--- src/entropy_map.svh ---
`ifndef ENTROPY_MAP_SVH
`define ENTROPY_MAP_SVH

// ------------------------------------------------------------
// widths
// ------------------------------------------------------------
`define RO_COUNT         4
`define SAMPLE_W         4
`define WORD_W           32
`define FIFO_DEPTH       8
`define FIFO_AW          3

// ------------------------------------------------------------
// sampling and monitor timing, in sys_clk cycles
// ------------------------------------------------------------
`define SAMPLE_DIV_LAST  8'h0f
`define STALL_LIMIT      8'hff

// ------------------------------------------------------------
// test sizes and fixed cutoffs
// ------------------------------------------------------------
`define STARTUP_LAST     11'h3ff
`define APT_LAST         9'h1ff
`define RCT_CUTOFF       6'h20
`define APT_CUTOFF       10'h0c0
`define FAIL_LIMIT       2'h3
`define WORD_LAST        3'h7

`endif

--- src/entropy_pkg.sv ---
`include "entropy_map.svh"

package entropy_pkg;

	typedef logic [`SAMPLE_W-1:0] sample_t;
	typedef logic [`WORD_W-1:0]   word_t;

	typedef enum logic [1:0] {
		ST_RESTART,
		ST_STARTUP,
		ST_RUN,
		ST_PERM
	} ctl_state_t;

	typedef struct packed {
		logic  valid;
		word_t data;
	} fetch_rsp_t;

	typedef struct packed {
		logic       startup_ok;
		logic       perm_fail;
		logic [1:0] fail_count;
	} health_status_t;

endpackage

--- src/health_tests.sv ---
`include "entropy_map.svh"

module health_tests
	import entropy_pkg::*;
(
	// clock and reset
	input  wire logic    sys_clk,
	input  wire logic    resetn,
	// sample stream
	input  wire logic    clear,
	input  wire logic    sample_valid,
	input  wire sample_t sample,
	// result
	output logic         fail
);

	sample_t    rct_last;
	logic [5:0] rct_run;
	sample_t    apt_ref;
	logic [8:0] apt_idx;
	logic [9:0] apt_match;

	// ------------------------------------------------------------
	// repetition count
	// ------------------------------------------------------------
	always_ff @(posedge sys_clk) begin
		if (!resetn || clear) begin
			rct_last <= '0;
			rct_run  <= '0;
		end else if (sample_valid) begin
			rct_last <= sample;
			if (sample == rct_last && rct_run != '0)
				rct_run <= rct_run + 6'h01;
			else
				rct_run <= 6'h01;
		end
	end

	// ------------------------------------------------------------
	// adaptive proportion
	// ------------------------------------------------------------
	// fixed 512 window
	always_ff @(posedge sys_clk) begin
		if (!resetn || clear) begin
			apt_ref   <= '0;
			apt_idx   <= '0;
			apt_match <= '0;
		end else if (sample_valid) begin
			apt_idx <= (apt_idx == `APT_LAST) ? 9'h000 : apt_idx + 9'h001;
			if (apt_idx == 9'h000) begin
				apt_ref   <= sample;
				apt_match <= 10'h001;
			end else if (sample == apt_ref) begin
				apt_match <= apt_match + 10'h001;
			end
		end
	end

	// ------------------------------------------------------------
	// verdict
	// ------------------------------------------------------------
	// fixed cutoffs fail
	always_ff @(posedge sys_clk) begin
		if (!resetn || clear)
			fail <= 1'b0;
		else
			fail <= (rct_run >= `RCT_CUTOFF) || (apt_match >= `APT_CUTOFF);
	end

endmodule

--- src/entropy_source_health_control.sv ---
`include "entropy_map.svh"

module entropy_source_health_control
	import entropy_pkg::*;
(
	// clock and reset
	input  wire logic                 sys_clk,
	input  wire logic                 resetn,
	// ring oscillator outputs, asynchronous
	input  wire logic [`RO_COUNT-1:0] ring_oscillators,
	// entropy_fetch_port to the generator
	input  wire logic                 fetch_ready,
	output fetch_rsp_t                fetch_rsp,
	// health state
	output health_status_t            status
);

	logic [`RO_COUNT-1:0] ro_meta;
	logic [`RO_COUNT-1:0] ro_sync;
	logic [`RO_COUNT-1:0] ro_prev;
	logic [`RO_COUNT-1:0] ro_stalled;
	logic [7:0]           div_cnt;
	logic                 samp_valid;
	sample_t              samp;
	logic                 stat_fail;
	logic                 osc_fail;
	logic                 any_fail;
	logic                 active;
	logic                 flush;
	ctl_state_t           state;
	logic [1:0]           fail_count;
	logic [10:0]          start_cnt;
	word_t                acc;
	logic [2:0]           acc_cnt;
	word_t                mem [`FIFO_DEPTH];
	logic [`FIFO_AW:0]    wr_ptr;
	logic [`FIFO_AW:0]    rd_ptr;
	logic                 fifo_empty;
	logic                 fifo_full;
	logic                 push;
	logic                 pop;

	// shared by the state machine and the status flags
	function automatic logic last_strike(logic [1:0] count);
		return count == `FAIL_LIMIT - 2'h1;
	endfunction

	// ------------------------------------------------------------
	// oscillator synchroniser
	// ------------------------------------------------------------
	always_ff @(posedge sys_clk) begin
		if (!resetn) begin
			ro_meta <= '0;
			ro_sync <= '0;
			ro_prev <= '0;
		end else begin
			ro_meta <= ring_oscillators;
			ro_sync <= ro_meta;
			ro_prev <= ro_sync;
		end
	end

	// ------------------------------------------------------------
	// noise sampler
	// ------------------------------------------------------------
	// slow fixed rate so oscillator jitter accumulates between samples
	always_ff @(posedge sys_clk) begin
		if (!resetn) begin
			div_cnt    <= '0;
			samp_valid <= 1'b0;
			samp       <= '0;
		end else begin
			div_cnt    <= (div_cnt == `SAMPLE_DIV_LAST) ? 8'h00
			              : div_cnt + 8'h01;
			samp_valid <= (div_cnt == `SAMPLE_DIV_LAST);
			if (div_cnt == `SAMPLE_DIV_LAST)
				samp <= ro_sync;
		end
	end

	assign active = (state == ST_STARTUP) || (state == ST_RUN);
	assign flush  = (state == ST_RESTART) || (state == ST_PERM);

	// ------------------------------------------------------------
	// statistical tests
	// ------------------------------------------------------------
	// tests on every sample taken in start-up and run
	health_tests u_health (
		.sys_clk      (sys_clk),
		.resetn       (resetn),
		.clear        (flush),
		.sample_valid (samp_valid && active),
		.sample       (samp),
		.fail         (stat_fail)
	);

	// ------------------------------------------------------------
	// oscillator monitor
	// ------------------------------------------------------------
	genvar gi;
	generate
		for (gi = 0; gi < `RO_COUNT; gi++) begin : g_osc
			logic [7:0] idle;
			always_ff @(posedge sys_clk) begin
				if (!resetn || ro_sync[gi] != ro_prev[gi]) begin
					idle <= '0;
				end else if (idle != `STALL_LIMIT) begin
					idle <= idle + 8'h01;
				end
			end
			assign ro_stalled[gi] = (idle == `STALL_LIMIT);
		end
	endgenerate

	always_ff @(posedge sys_clk) begin
		if (!resetn)
			osc_fail <= 1'b0;
		else
			osc_fail <= |ro_stalled;
	end

	assign any_fail = active && (stat_fail || osc_fail);

	// ------------------------------------------------------------
	// failure control
	// ------------------------------------------------------------
	// reset lands in restart
	always_ff @(posedge sys_clk) begin
		if (!resetn) begin
			state <= ST_RESTART;
		end else begin
			case (state)
				ST_RESTART: state <= ST_STARTUP;
				ST_STARTUP: begin
					if (any_fail)
						state <= last_strike(fail_count)
						         ? ST_PERM : ST_RESTART;
					else if (samp_valid && start_cnt == `STARTUP_LAST)
						state <= ST_RUN;
				end
				ST_RUN: begin
					if (any_fail)
						state <= last_strike(fail_count)
						         ? ST_PERM : ST_RESTART;
				end
				ST_PERM:    state <= ST_PERM;
				default:    state <= ST_RESTART;
			endcase
		end
	end

	always_ff @(posedge sys_clk) begin
		if (!resetn)
			fail_count <= '0;
		else if (any_fail && fail_count != `FAIL_LIMIT)
			fail_count <= fail_count + 2'h1;
	end

	always_ff @(posedge sys_clk) begin
		if (!resetn || state != ST_STARTUP)
			start_cnt <= '0;
		else if (samp_valid)
			start_cnt <= start_cnt + 11'h001;
	end

	// ------------------------------------------------------------
	// accumulator
	// ------------------------------------------------------------
	// raw bits, no conditioning
	always_ff @(posedge sys_clk) begin
		if (!resetn || flush) begin
			acc     <= '0;
			acc_cnt <= '0;
		end else if (samp_valid && active) begin
			acc     <= {acc[`WORD_W-`SAMPLE_W-1:0], samp};
			acc_cnt <= acc_cnt + 3'h1;
		end
	end

	// ------------------------------------------------------------
	// entropy fifo
	// ------------------------------------------------------------
	// a full fifo drops fresh words; the source cannot be stalled
	assign fifo_empty = (wr_ptr == rd_ptr);
	assign fifo_full  = (wr_ptr[`FIFO_AW] != rd_ptr[`FIFO_AW]) &&
	                    (wr_ptr[`FIFO_AW-1:0] == rd_ptr[`FIFO_AW-1:0]);
	assign push = samp_valid && active && !any_fail &&
	              acc_cnt == `WORD_LAST && !fifo_full;
	assign pop  = (state == ST_RUN) && !any_fail && !fifo_empty &&
	              (!fetch_rsp.valid || fetch_ready);

	always_ff @(posedge sys_clk) begin
		if (push)
			mem[wr_ptr[`FIFO_AW-1:0]] <=
				{acc[`WORD_W-`SAMPLE_W-1:0], samp};
	end

	always_ff @(posedge sys_clk) begin
		if (!resetn || flush || any_fail) begin
			wr_ptr <= '0;
			rd_ptr <= '0;
		end else begin
			if (push)
				wr_ptr <= wr_ptr + 4'h1;
			if (pop)
				rd_ptr <= rd_ptr + 4'h1;
		end
	end

	// ------------------------------------------------------------
	// entropy_fetch_port
	// ------------------------------------------------------------
	// single generator port
	always_ff @(posedge sys_clk) begin
		if (!resetn || state != ST_RUN || any_fail) begin
			fetch_rsp <= '0;
		end else if (pop) begin
			fetch_rsp.valid <= 1'b1;
			fetch_rsp.data  <= mem[rd_ptr[`FIFO_AW-1:0]];
		end else if (fetch_ready) begin
			fetch_rsp.valid <= 1'b0;
		end
	end

	// ------------------------------------------------------------
	// status
	// ------------------------------------------------------------
	// status only, nothing configurable
	always_ff @(posedge sys_clk) begin
		if (!resetn) begin
			status <= '0;
		end else begin
			status.startup_ok <= (state == ST_RUN) && !any_fail;
			status.perm_fail  <= (state == ST_PERM) ||
			                     (any_fail && last_strike(fail_count));
			status.fail_count <= (any_fail && fail_count != `FAIL_LIMIT)
			                     ? fail_count + 2'h1 : fail_count;
		end
	end

endmodule

--- config.mk ---
export PLATFORM = sky130hd
export DESIGN_NAME = entropy_source_health_control
export DESIGN_NICKNAME = d
export VERILOG_FILES = /design/src/entropy_pkg.sv /design/src/health_tests.sv /design/src/entropy_source_health_control.sv
export VERILOG_INCLUDE_DIRS = /design/src
export SDC_FILE = /design/constraint.sdc
export NUM_CORES = 1
export LEC_CHECK = 0
export BUFFER_PORTS_ARGS = -buffer_cell sky130_fd_sc_hd__buf_2
export CAP_MARGIN = 20
export CORE_MARGIN = 5
export CORE_UTILIZATION = 59
export DETAILED_ROUTE_END_ITERATION = 7
export PLACE_DENSITY_LB_ADDON = 0.12
export SYNTH_ARGS = -nofsm -noshare
export SYNTH_HDL_FRONTEND = slang
export SYNTH_SLANG_ARGS = --single-unit
--- constraint.sdc ---
create_clock -name sys_clk -period 11.25 [get_ports sys_clk]
set_input_delay 1.125 -clock sys_clk [delete_from_list [all_inputs] [get_ports sys_clk]]
set_output_delay 1.125 -clock sys_clk [all_outputs]
set_load 0.03 [all_outputs]
=== Word level (Yosys, flattened, before mapping) ===
Memories as Yosys holds them, arrays and structs flattened. A register that Yosys moved wholly into a read port is not among the register bits.
Cells that the tools add are included.

* Add/sub/neg operators: 13
* $lt $le $gt $ge: 2
* Equal/unequal tests: 30
* Multiplexer cells: 14
* Bitwise logic cells: 1
* Reductions and logical operators: 43

{| class="wikitable"
|+ Operator list
! kind !! number
|-
| adder 8 x 1 -> 8 bit, second input constant || 5
|-
| equality test 8 bit, second input constant || 4
|-
| != test 8 bit, second input constant || 4
|-
| 2-to-1 mux 10 bit || 2
|-
| logical OR 1 bit || 15
|-
| logical AND 1 bit || 13
|-
| equality test 4 bit || 3
|-
| adder 11 x 1 -> 11 bit, second input constant || 1
|-
| equality test 11 x 10 -> 1 bit, second input constant || 1
|-
| adder 10 x 1 -> 10 bit, second input constant || 1
|-
| greater-or-equal comparator 10 x 8 -> 1 bit, second input constant || 1
|-
| 2-to-1 mux 2 bit || 5
|-
| adder 9 x 1 -> 9 bit, second input constant || 1
|-
| equality test 9 bit, second input constant || 1
|-
| logical NOT 9 bit || 1
|-
| 2-to-1 mux 9 bit || 1
|-
| adder 4 x 1 -> 4 bit, second input constant || 2
|-
| equality test 8 x 4 -> 1 bit, second input constant || 1
|-
| case mux 2 bit (4 select lines) || 1
|-
| adder 6 x 1 -> 6 bit, second input constant || 1
|-
| equality test 2 bit, second input constant || 3
|-
| greater-or-equal comparator 6 bit, second input constant || 1
|-
| 2-to-1 mux 6 bit || 1
|-
| != test 2 bit, second input constant || 3
|-
| 17 further kinds || 31
|}

* Bits in registers: 149
* RAM bits: 256
* Output and inout port bits: 37
* Memories: 1

{| class="wikitable"
|+ Memories
! memory !! depth !! bits a word !! read ports !! clocked after Yosys merged registers in !! write ports !! RTL line !! RTL
|-
| mem || 8 || 32 || 1 || 1 || 1 || entropy_source_health_control.sv:35 || <nowiki>word_t mem [`FIFO_DEPTH];</nowiki>
|}

=== Logic depth before layout (Yosys ltp) ===
* Word-level depth: 9
* Mapped depth: 8
* Gate-level depth less buffers: 7

=== Cells and area by module ===
A second synthesis with hierarchy kept.

* Cells, all modules: 1,145
* Area total of the unflattened synthesis: 17,081.4 um^2

{| class="wikitable"
|+ Modules (own cells, without submodules)
! module !! instances !! cells each !! area an instance (um^2)
|-
| entropy_source_health_control || 1 || 954 || 15,411.0
|-
| health_tests || 1 || 191 || 1,670.4
|}

=== Worst setup path before layout ===
No wires, ideal clock.

* Kind: reg-to-reg
* Start point: register state[0]
* End point: memory mem[1][0] in the netlist's numbering (enable)
* Library setup time: 513 ps
* Arrival: 4,880 ps
* Data required time: 10,737 ps
* Slack: 5,857 ps
* Stages on the path, launching flop included: 8
* Path through: dfxtp_1 > inv_1 > ha_1 > and2_1 > clkbuf_1 > nand3_1 > nor2_1 > nor4b_1

* Longest elaborated chain between the ends: 9

{| class="wikitable"
|+ RTL lines
! element !! RTL line !! RTL
|-
| start: declaration || entropy_source_health_control.sv:30 || <nowiki>ctl_state_t state;</nowiki>
|-
| start signal: assignment || entropy_source_health_control.sv:136 || <nowiki>state <= last_strike(fail_count)</nowiki>
|-
| start signal: assignment || entropy_source_health_control.sv:143 || <nowiki>state <= last_strike(fail_count)</nowiki>
|-
| equality test 2 x 1 -> 1 bit or equality test 2 bit (tied branches) || entropy_source_health_control.sv:81 || <nowiki>assign active = (state == ST_STARTUP) || (state == ST_RUN);</nowiki>
|-
| logical OR 1 bit (*) || entropy_source_health_control.sv:81 ||
|-
| logical AND 1 bit || entropy_source_health_control.sv:122 || <nowiki>assign any_fail = active && (stat_fail || osc_fail);</nowiki>
|-
| logical NOT 1 bit || entropy_source_health_control.sv:187 || <nowiki>assign push = samp_valid && active && !any_fail &&</nowiki>
|-
| logical AND 1 bit (*) || entropy_source_health_control.sv:187 ||
|-
| logical AND 1 bit (no source line) (*) || - ||
|-
| logical AND 1 bit (*) || entropy_source_health_control.sv:187 ||
|-
| 2-to-1 mux 1 bit (*) || entropy_source_health_control.sv:193 || <nowiki>if (push)</nowiki>
|-
| 2-to-1 mux 1 bit (*) || entropy_source_health_control.sv:194 || <nowiki>mem[wr_ptr[`FIFO_AW-1:0]] <=</nowiki>
|-
| end: declaration || entropy_source_health_control.sv:35 ||
|}

Mark *: on every way between the ends. The rest lies on a longest branch, timed or not.

=== Worst setup path after layout ===
* Start point: register samp_valid
* End point: memory mem[6][10] in the netlist's numbering (enable)

* Longest elaborated chain between the ends: 6

{| class="wikitable"
|+ RTL lines
! element !! RTL line !! RTL
|-
| start: declaration || entropy_source_health_control.sv:23 || <nowiki>logic samp_valid;</nowiki>
|-
| start signal: assignment || entropy_source_health_control.sv:75 || <nowiki>samp_valid <= (div_cnt == `SAMPLE_DIV_LAST);</nowiki>
|-
| logical AND 1 bit (2 in series) || entropy_source_health_control.sv:187 ||
|-
| logical AND 1 bit (no source line) || - ||
|-
| logical AND 1 bit || entropy_source_health_control.sv:187 ||
|-
| 2-to-1 mux 1 bit || entropy_source_health_control.sv:193 ||
|-
| 2-to-1 mux 1 bit || entropy_source_health_control.sv:194 ||
|}

No other way between the ends.

==> flow_summary.html <==
<table>
<tr><th>Metric</th><th>Value</th></tr>
<tr><th colspan="2">Logic synthesis</th></tr>
<tr><td>Leading register cell type out of synthesis</td><td>edfxtp_1</td></tr>
<tr><td>Cell taking the most area after synthesis</td><td>edfxtp_1</td></tr>
<tr><td>Average cell area after synthesis</td><td>roughly 14 um^2</td></tr>
<tr><td>Ys async rst share</td><td>0%</td></tr>
<tr><td>Yosys synthesis warning count</td><td>0</td></tr>
<tr><td>Number of enable flip-flop cells after synthesis</td><td>256</td></tr>
<tr><td>Ranking of synthesized cells by area</td><td>edfxtp_1 45%, dfxtp_1 21%, mux4_2 8.5%</td></tr>
<tr><td>Number of distinct library cells after synthesis</td><td>54</td></tr>
<tr><td>Proportion of netlist area held by the largest area contributor</td><td>a little under half</td></tr>
<tr><td>Register area share after synthesis</td><td>66.14%</td></tr>
<tr><td>Number of register bits inferred by synthesis</td><td>between 400 and 500</td></tr>
<tr><td>Synthesized instance count</td><td>roughly 1200</td></tr>
<tr><td>Netlist area before placement</td><td>roughly 17000 um^2</td></tr>
<tr><td>Syn nets</td><td>~1200</td></tr>
<tr><th colspan="2">CTS</th></tr>
<tr><td>Total of hold buffers inserted after clock tree synthesis</td><td>0</td></tr>
<tr><td>Number of buffers created by CTS</td><td>43</td></tr>
<tr><td>Post-CTS setup buffer count</td><td>0</td></tr>
<tr><td>Largest buffer count on any clock path</td><td>3</td></tr>
<tr><td>Clock tree from TritonCTS</td><td>done</td></tr>
<tr><td>Worst-Skew Late Latency</td><td>between 0.5 and 0.6 ns</td></tr>
<tr><td>Resized cells post-CTS</td><td>0</td></tr>
<tr><td>Clock transition at the register clock pins on the worst setup and hold paths after CTS</td><td>roughly 0.06 ns</td></tr>
<tr><td>Number of H-tree levels</td><td>2</td></tr>
<tr><td>TritonCTS Sinks</td><td>between 400 and 500</td></tr>
<tr><td>Clock tree root buffer cell</td><td>clkbuf_16</td></tr>
<tr><th colspan="2">GRT</th></tr>
<tr><td>Total congestion overflow after global routing</td><td>0</td></tr>
<tr><td>Global Route Usage Sum</td><td>19.80%</td></tr>
<tr><td>Maximum number of pins on one net before global-route repair</td><td>70</td></tr>
<tr><td>Wire length of the first global-routing pass</td><td>52250 um</td></tr>
<tr><td>Antenna violations before repair</td><td>0</td></tr>
<tr><td>Number of global-route vias before repair</td><td>around 9800</td></tr>
<tr><th colspan="2">Critical path</th></tr>
<tr><td>Worst-path fanout max</td><td>between 50 and 60</td></tr>
<tr><td>Required time worst endpoint</td><td>between 10 and 15 ns</td></tr>
<tr><td>Category of the most critical setup path</td><td>register to register</td></tr>
<tr><td>Startpoint class of the critical path</td><td>register</td></tr>
<tr><td>Arrival @ worst endpoint</td><td>roughly 3.3 ns</td></tr>
<tr><td>Sort of element at the end of the critical path</td><td>register</td></tr>
<tr><th colspan="2">STA</th></tr>
<tr><td>Setup TNS Final</td><td>0 ns</td></tr>
<tr><td>RSZ-0062 raised after global routing</td><td>false</td></tr>
<tr><td>Peak clock frequency supported by timing</td><td>314.0 MHz</td></tr>
<tr><td>Final clock period utilization by the worst path</td><td>about 28%</td></tr>
<tr><td>Final critical delay including setup and external delays</td><td>roughly 3.2 ns</td></tr>
<tr><td>Pin slew with the least headroom to its limit</td><td>approximately 1.1 ns</td></tr>
<tr><td>Worst-case headroom to the max-slew limit</td><td>28.78%</td></tr>
<tr><td>Clock skew</td><td>just under 0.02 ns</td></tr>
<tr><td>Final hold viol count</td><td>0</td></tr>
<tr><td>Fin. max-slew vios</td><td>0</td></tr>
<tr><td>Final setup violating endpoints</td><td>0</td></tr>
<tr><th colspan="2">Die</th></tr>
<tr><td>Starting utilization of the core area</td><td>59.48%</td></tr>
<tr><td>DIE WIDTH</td><td>179.7 um</td></tr>
<tr><td>Placeable core region</td><td>between 20000 and 30000 um^2</td></tr>
<tr><td>Site Rows</td><td>between 60 and 70</td></tr>
<tr><td>Height of the die</td><td>roughly 180 um</td></tr>
<tr><td>Number of top-level pins</td><td>44</td></tr>
<tr><td>Area of the die</td><td>around 32000 um^2</td></tr>
<tr><th colspan="2">Power</th></tr>
<tr><td>Total power of the final layout</td><td>3.182 mW</td></tr>
<tr><td>Worst VDD drop</td><td>about 0.12 mV</td></tr>
<tr><td>Leakage power summed over all cells</td><td>~6 nW</td></tr>
<tr><td>Power density over cell area</td><td>~170 nW/um^2</td></tr>
<tr><th colspan="2">Place</th></tr>
<tr><td>Post-DP HPWL</td><td>about 19000 um</td></tr>
<tr><td>Gpl congestion</td><td>approximately 0.81</td></tr>
<tr><td>Port Buffers</td><td>43</td></tr>
<tr><th colspan="2">Detailed routing</th></tr>
<tr><td>Routed vias/inst</td><td>between 5 and 6</td></tr>
<tr><td>Drt wl/cell</td><td>between 15 and 20 um</td></tr>
<tr><td>Number of violations reported at the end of detailed-routing iteration 0</td><td>approximately 540</td></tr>
<tr><td>Antenna viol nets, final</td><td>0</td></tr>
<tr><td>Number of iterations in the first detailed-routing pass</td><td>7</td></tr>
<tr><td>Detailed-route wire length</td><td>between 30000 and 40000 um</td></tr>
<tr><td>Residual DRC</td><td>0</td></tr>
<tr><td>Vias after detailed routing</td><td>9673</td></tr>
<tr><th colspan="2">Final layout</th></tr>
<tr><td>Layout cell share with drive strength beyond 1</td><td>16.94%</td></tr>
<tr><td>Layout net count</td><td>between 1000 and 1500</td></tr>
<tr><td>Util after Layout</td><td>66.69%</td></tr>
<tr><td>Number of diodes added for antenna fixing</td><td>0</td></tr>
<tr><td>Post-synthesis to final-layout area growth</td><td>12.11%</td></tr>
<tr><th colspan="2">Job</th></tr>
<tr><td>Total of max-cap violations</td><td>0</td></tr>
<tr><th colspan="2">Hold path</th></tr>
<tr><td>Path class of the lowest-slack min-delay path</td><td>register to register</td></tr>
<tr><th colspan="2">Outcome</th></tr>
<tr><td>Outcome</td><td>completed</td></tr>
</table>
layout make-up:
cell class	instances	area (um^2)
fillers	2079	9509
well taps	384	480.5
clock buffers	54	1179
multi-input cells	673	5487
repair buffers	59	332.8
inverters	21	78.83
clock inverters	23	242.7
flip-flops and latches	433	11240
critical path, cell delays in order, from the launching register on:
cell and delay [ns]:
dfxtp_2 0.31, buf_4 0.59, and2_1 0.46, and3_1 0.27, nand3_1 0.26, nor2_4 0.91
synth_stat cells (all sizes together), types with 2 or more instances:
master and instances:
o2111ai 4, mux2i 77, a21boi 3, and4b 2, nand2b 6, and4 2, nand2 39, o211ai 5
a31oi 10, and3 13, nand3 31, a22o 4, nor2 113, or3 6, inv 21, buf 21
nor3b 3, and2 16, nor4b 3, nand4 20, a211oi 41, a31o 2, o41ai 2, a21oi 49
xnor2 22, nor2b 3, nor3 25, o21a 4, or4 7, dfxtp 177, clkbuf 32, nor4 12
edfxtp 256, xor2 29, o31ai 5, o21ai 19, mux4 64, ha 23
per-layer routing:
metal | vias up | share of wire (%) | GRT usage (%)
li1 | 4609 | - | -
met1 | 4843 | 43 | 26.32
met2 | 168 | 51 | 34.30
met3 | 53 | 3.6 | 2.829
met4 | 0 | 2.5 | 5.882
met5 | - | 0 | 0
layout by cell type, fill, tap and decap left out, types with 16 or more instances in the layout:
cell	count
o21ai_0	18
a211oi_1	41
xnor2_1	22
xor2_1	29
buf_2	43
dfxtp_1	173
nand3_1	31
edfxtp_1	256
nand4_1	20
nand2_1	37
nor2_1	111
mux2i_1	77
nor3_1	24
inv_1	21
clkbuf_16	43
a21oi_1	49
and2_1	16
ha_1	23
mux4_2	64
state kept, by name, summed over array words and instances (netlist names), 2 cells and up:
signal,count
mem,256
acc,28
ro_meta,4
u_health.apt_idx,9
start_cnt,11
wr_ptr,4
status,4
samp,4
div_cnt,8
ro_prev,4
g_osc.idle,32
u_health.apt_ref,4
ro_sync,4
rd_ptr,4
acc_cnt,3
u_health.apt_match,10
u_health.rct_run,6
state,2
fetch_rsp,33
through the flow:
| step | instances | hold slack, ns | setup slack [ns] | area (um^2) |
|---|---|---|---|---|
| after floorplan | 1180 | 0.4119 | 5.857 | 16980 |
| after global routing | 1647 | 0.4321 | 7.787 | 19040 |
| after global placement | 1569 | 0.4138 | 8.088 | 17610 |
| after CTS | 1646 | 0.4294 | 7.953 | 19030 |
| final | 1647 | 0.4272 | 8.065 | 19040 |
| after detailed placement | 1569 | 0.4169 | 7.956 | 17610 |
cell families after synthesis:
family / Yosys count / share of synthesized area [%]
flip-flops: 433 / 66.14
XOR/XNOR: 51 / 2.630
buffers and inverters: 74 / 1.805
AO/OA/AOI/OAI: 154 / 5.865
AND/OR/NAND/NOR: 304 / 8.842
multiplexers: 141 / 13.03
adder cells (fa/ha/maj): 23 / 1.695
path summary, 6_finish.rpt:
check | end | depth (start not counted) | start | slack [ns]
setup reg to reg | mem[6][10] | 5 | samp_valid | 8.07
setup / recovery | mem[6][10] | 5 | samp_valid | 8.07
hold reg to reg | ro_sync[0] | 1 | ro_meta[0] | 0.43
hold / removal | ro_sync[0] | 1 | ro_meta[0] | 0.43
where the power goes:
| part | switching [mW] | internal, mW |
|---|---|---|
| combinational | 0.0677 | 0.0249 |
| clock | 0.578 | 0.837 |
| sequential | 0.00679 | 1.67 |
No activity file was read; power rests on OpenSTA's default activity.
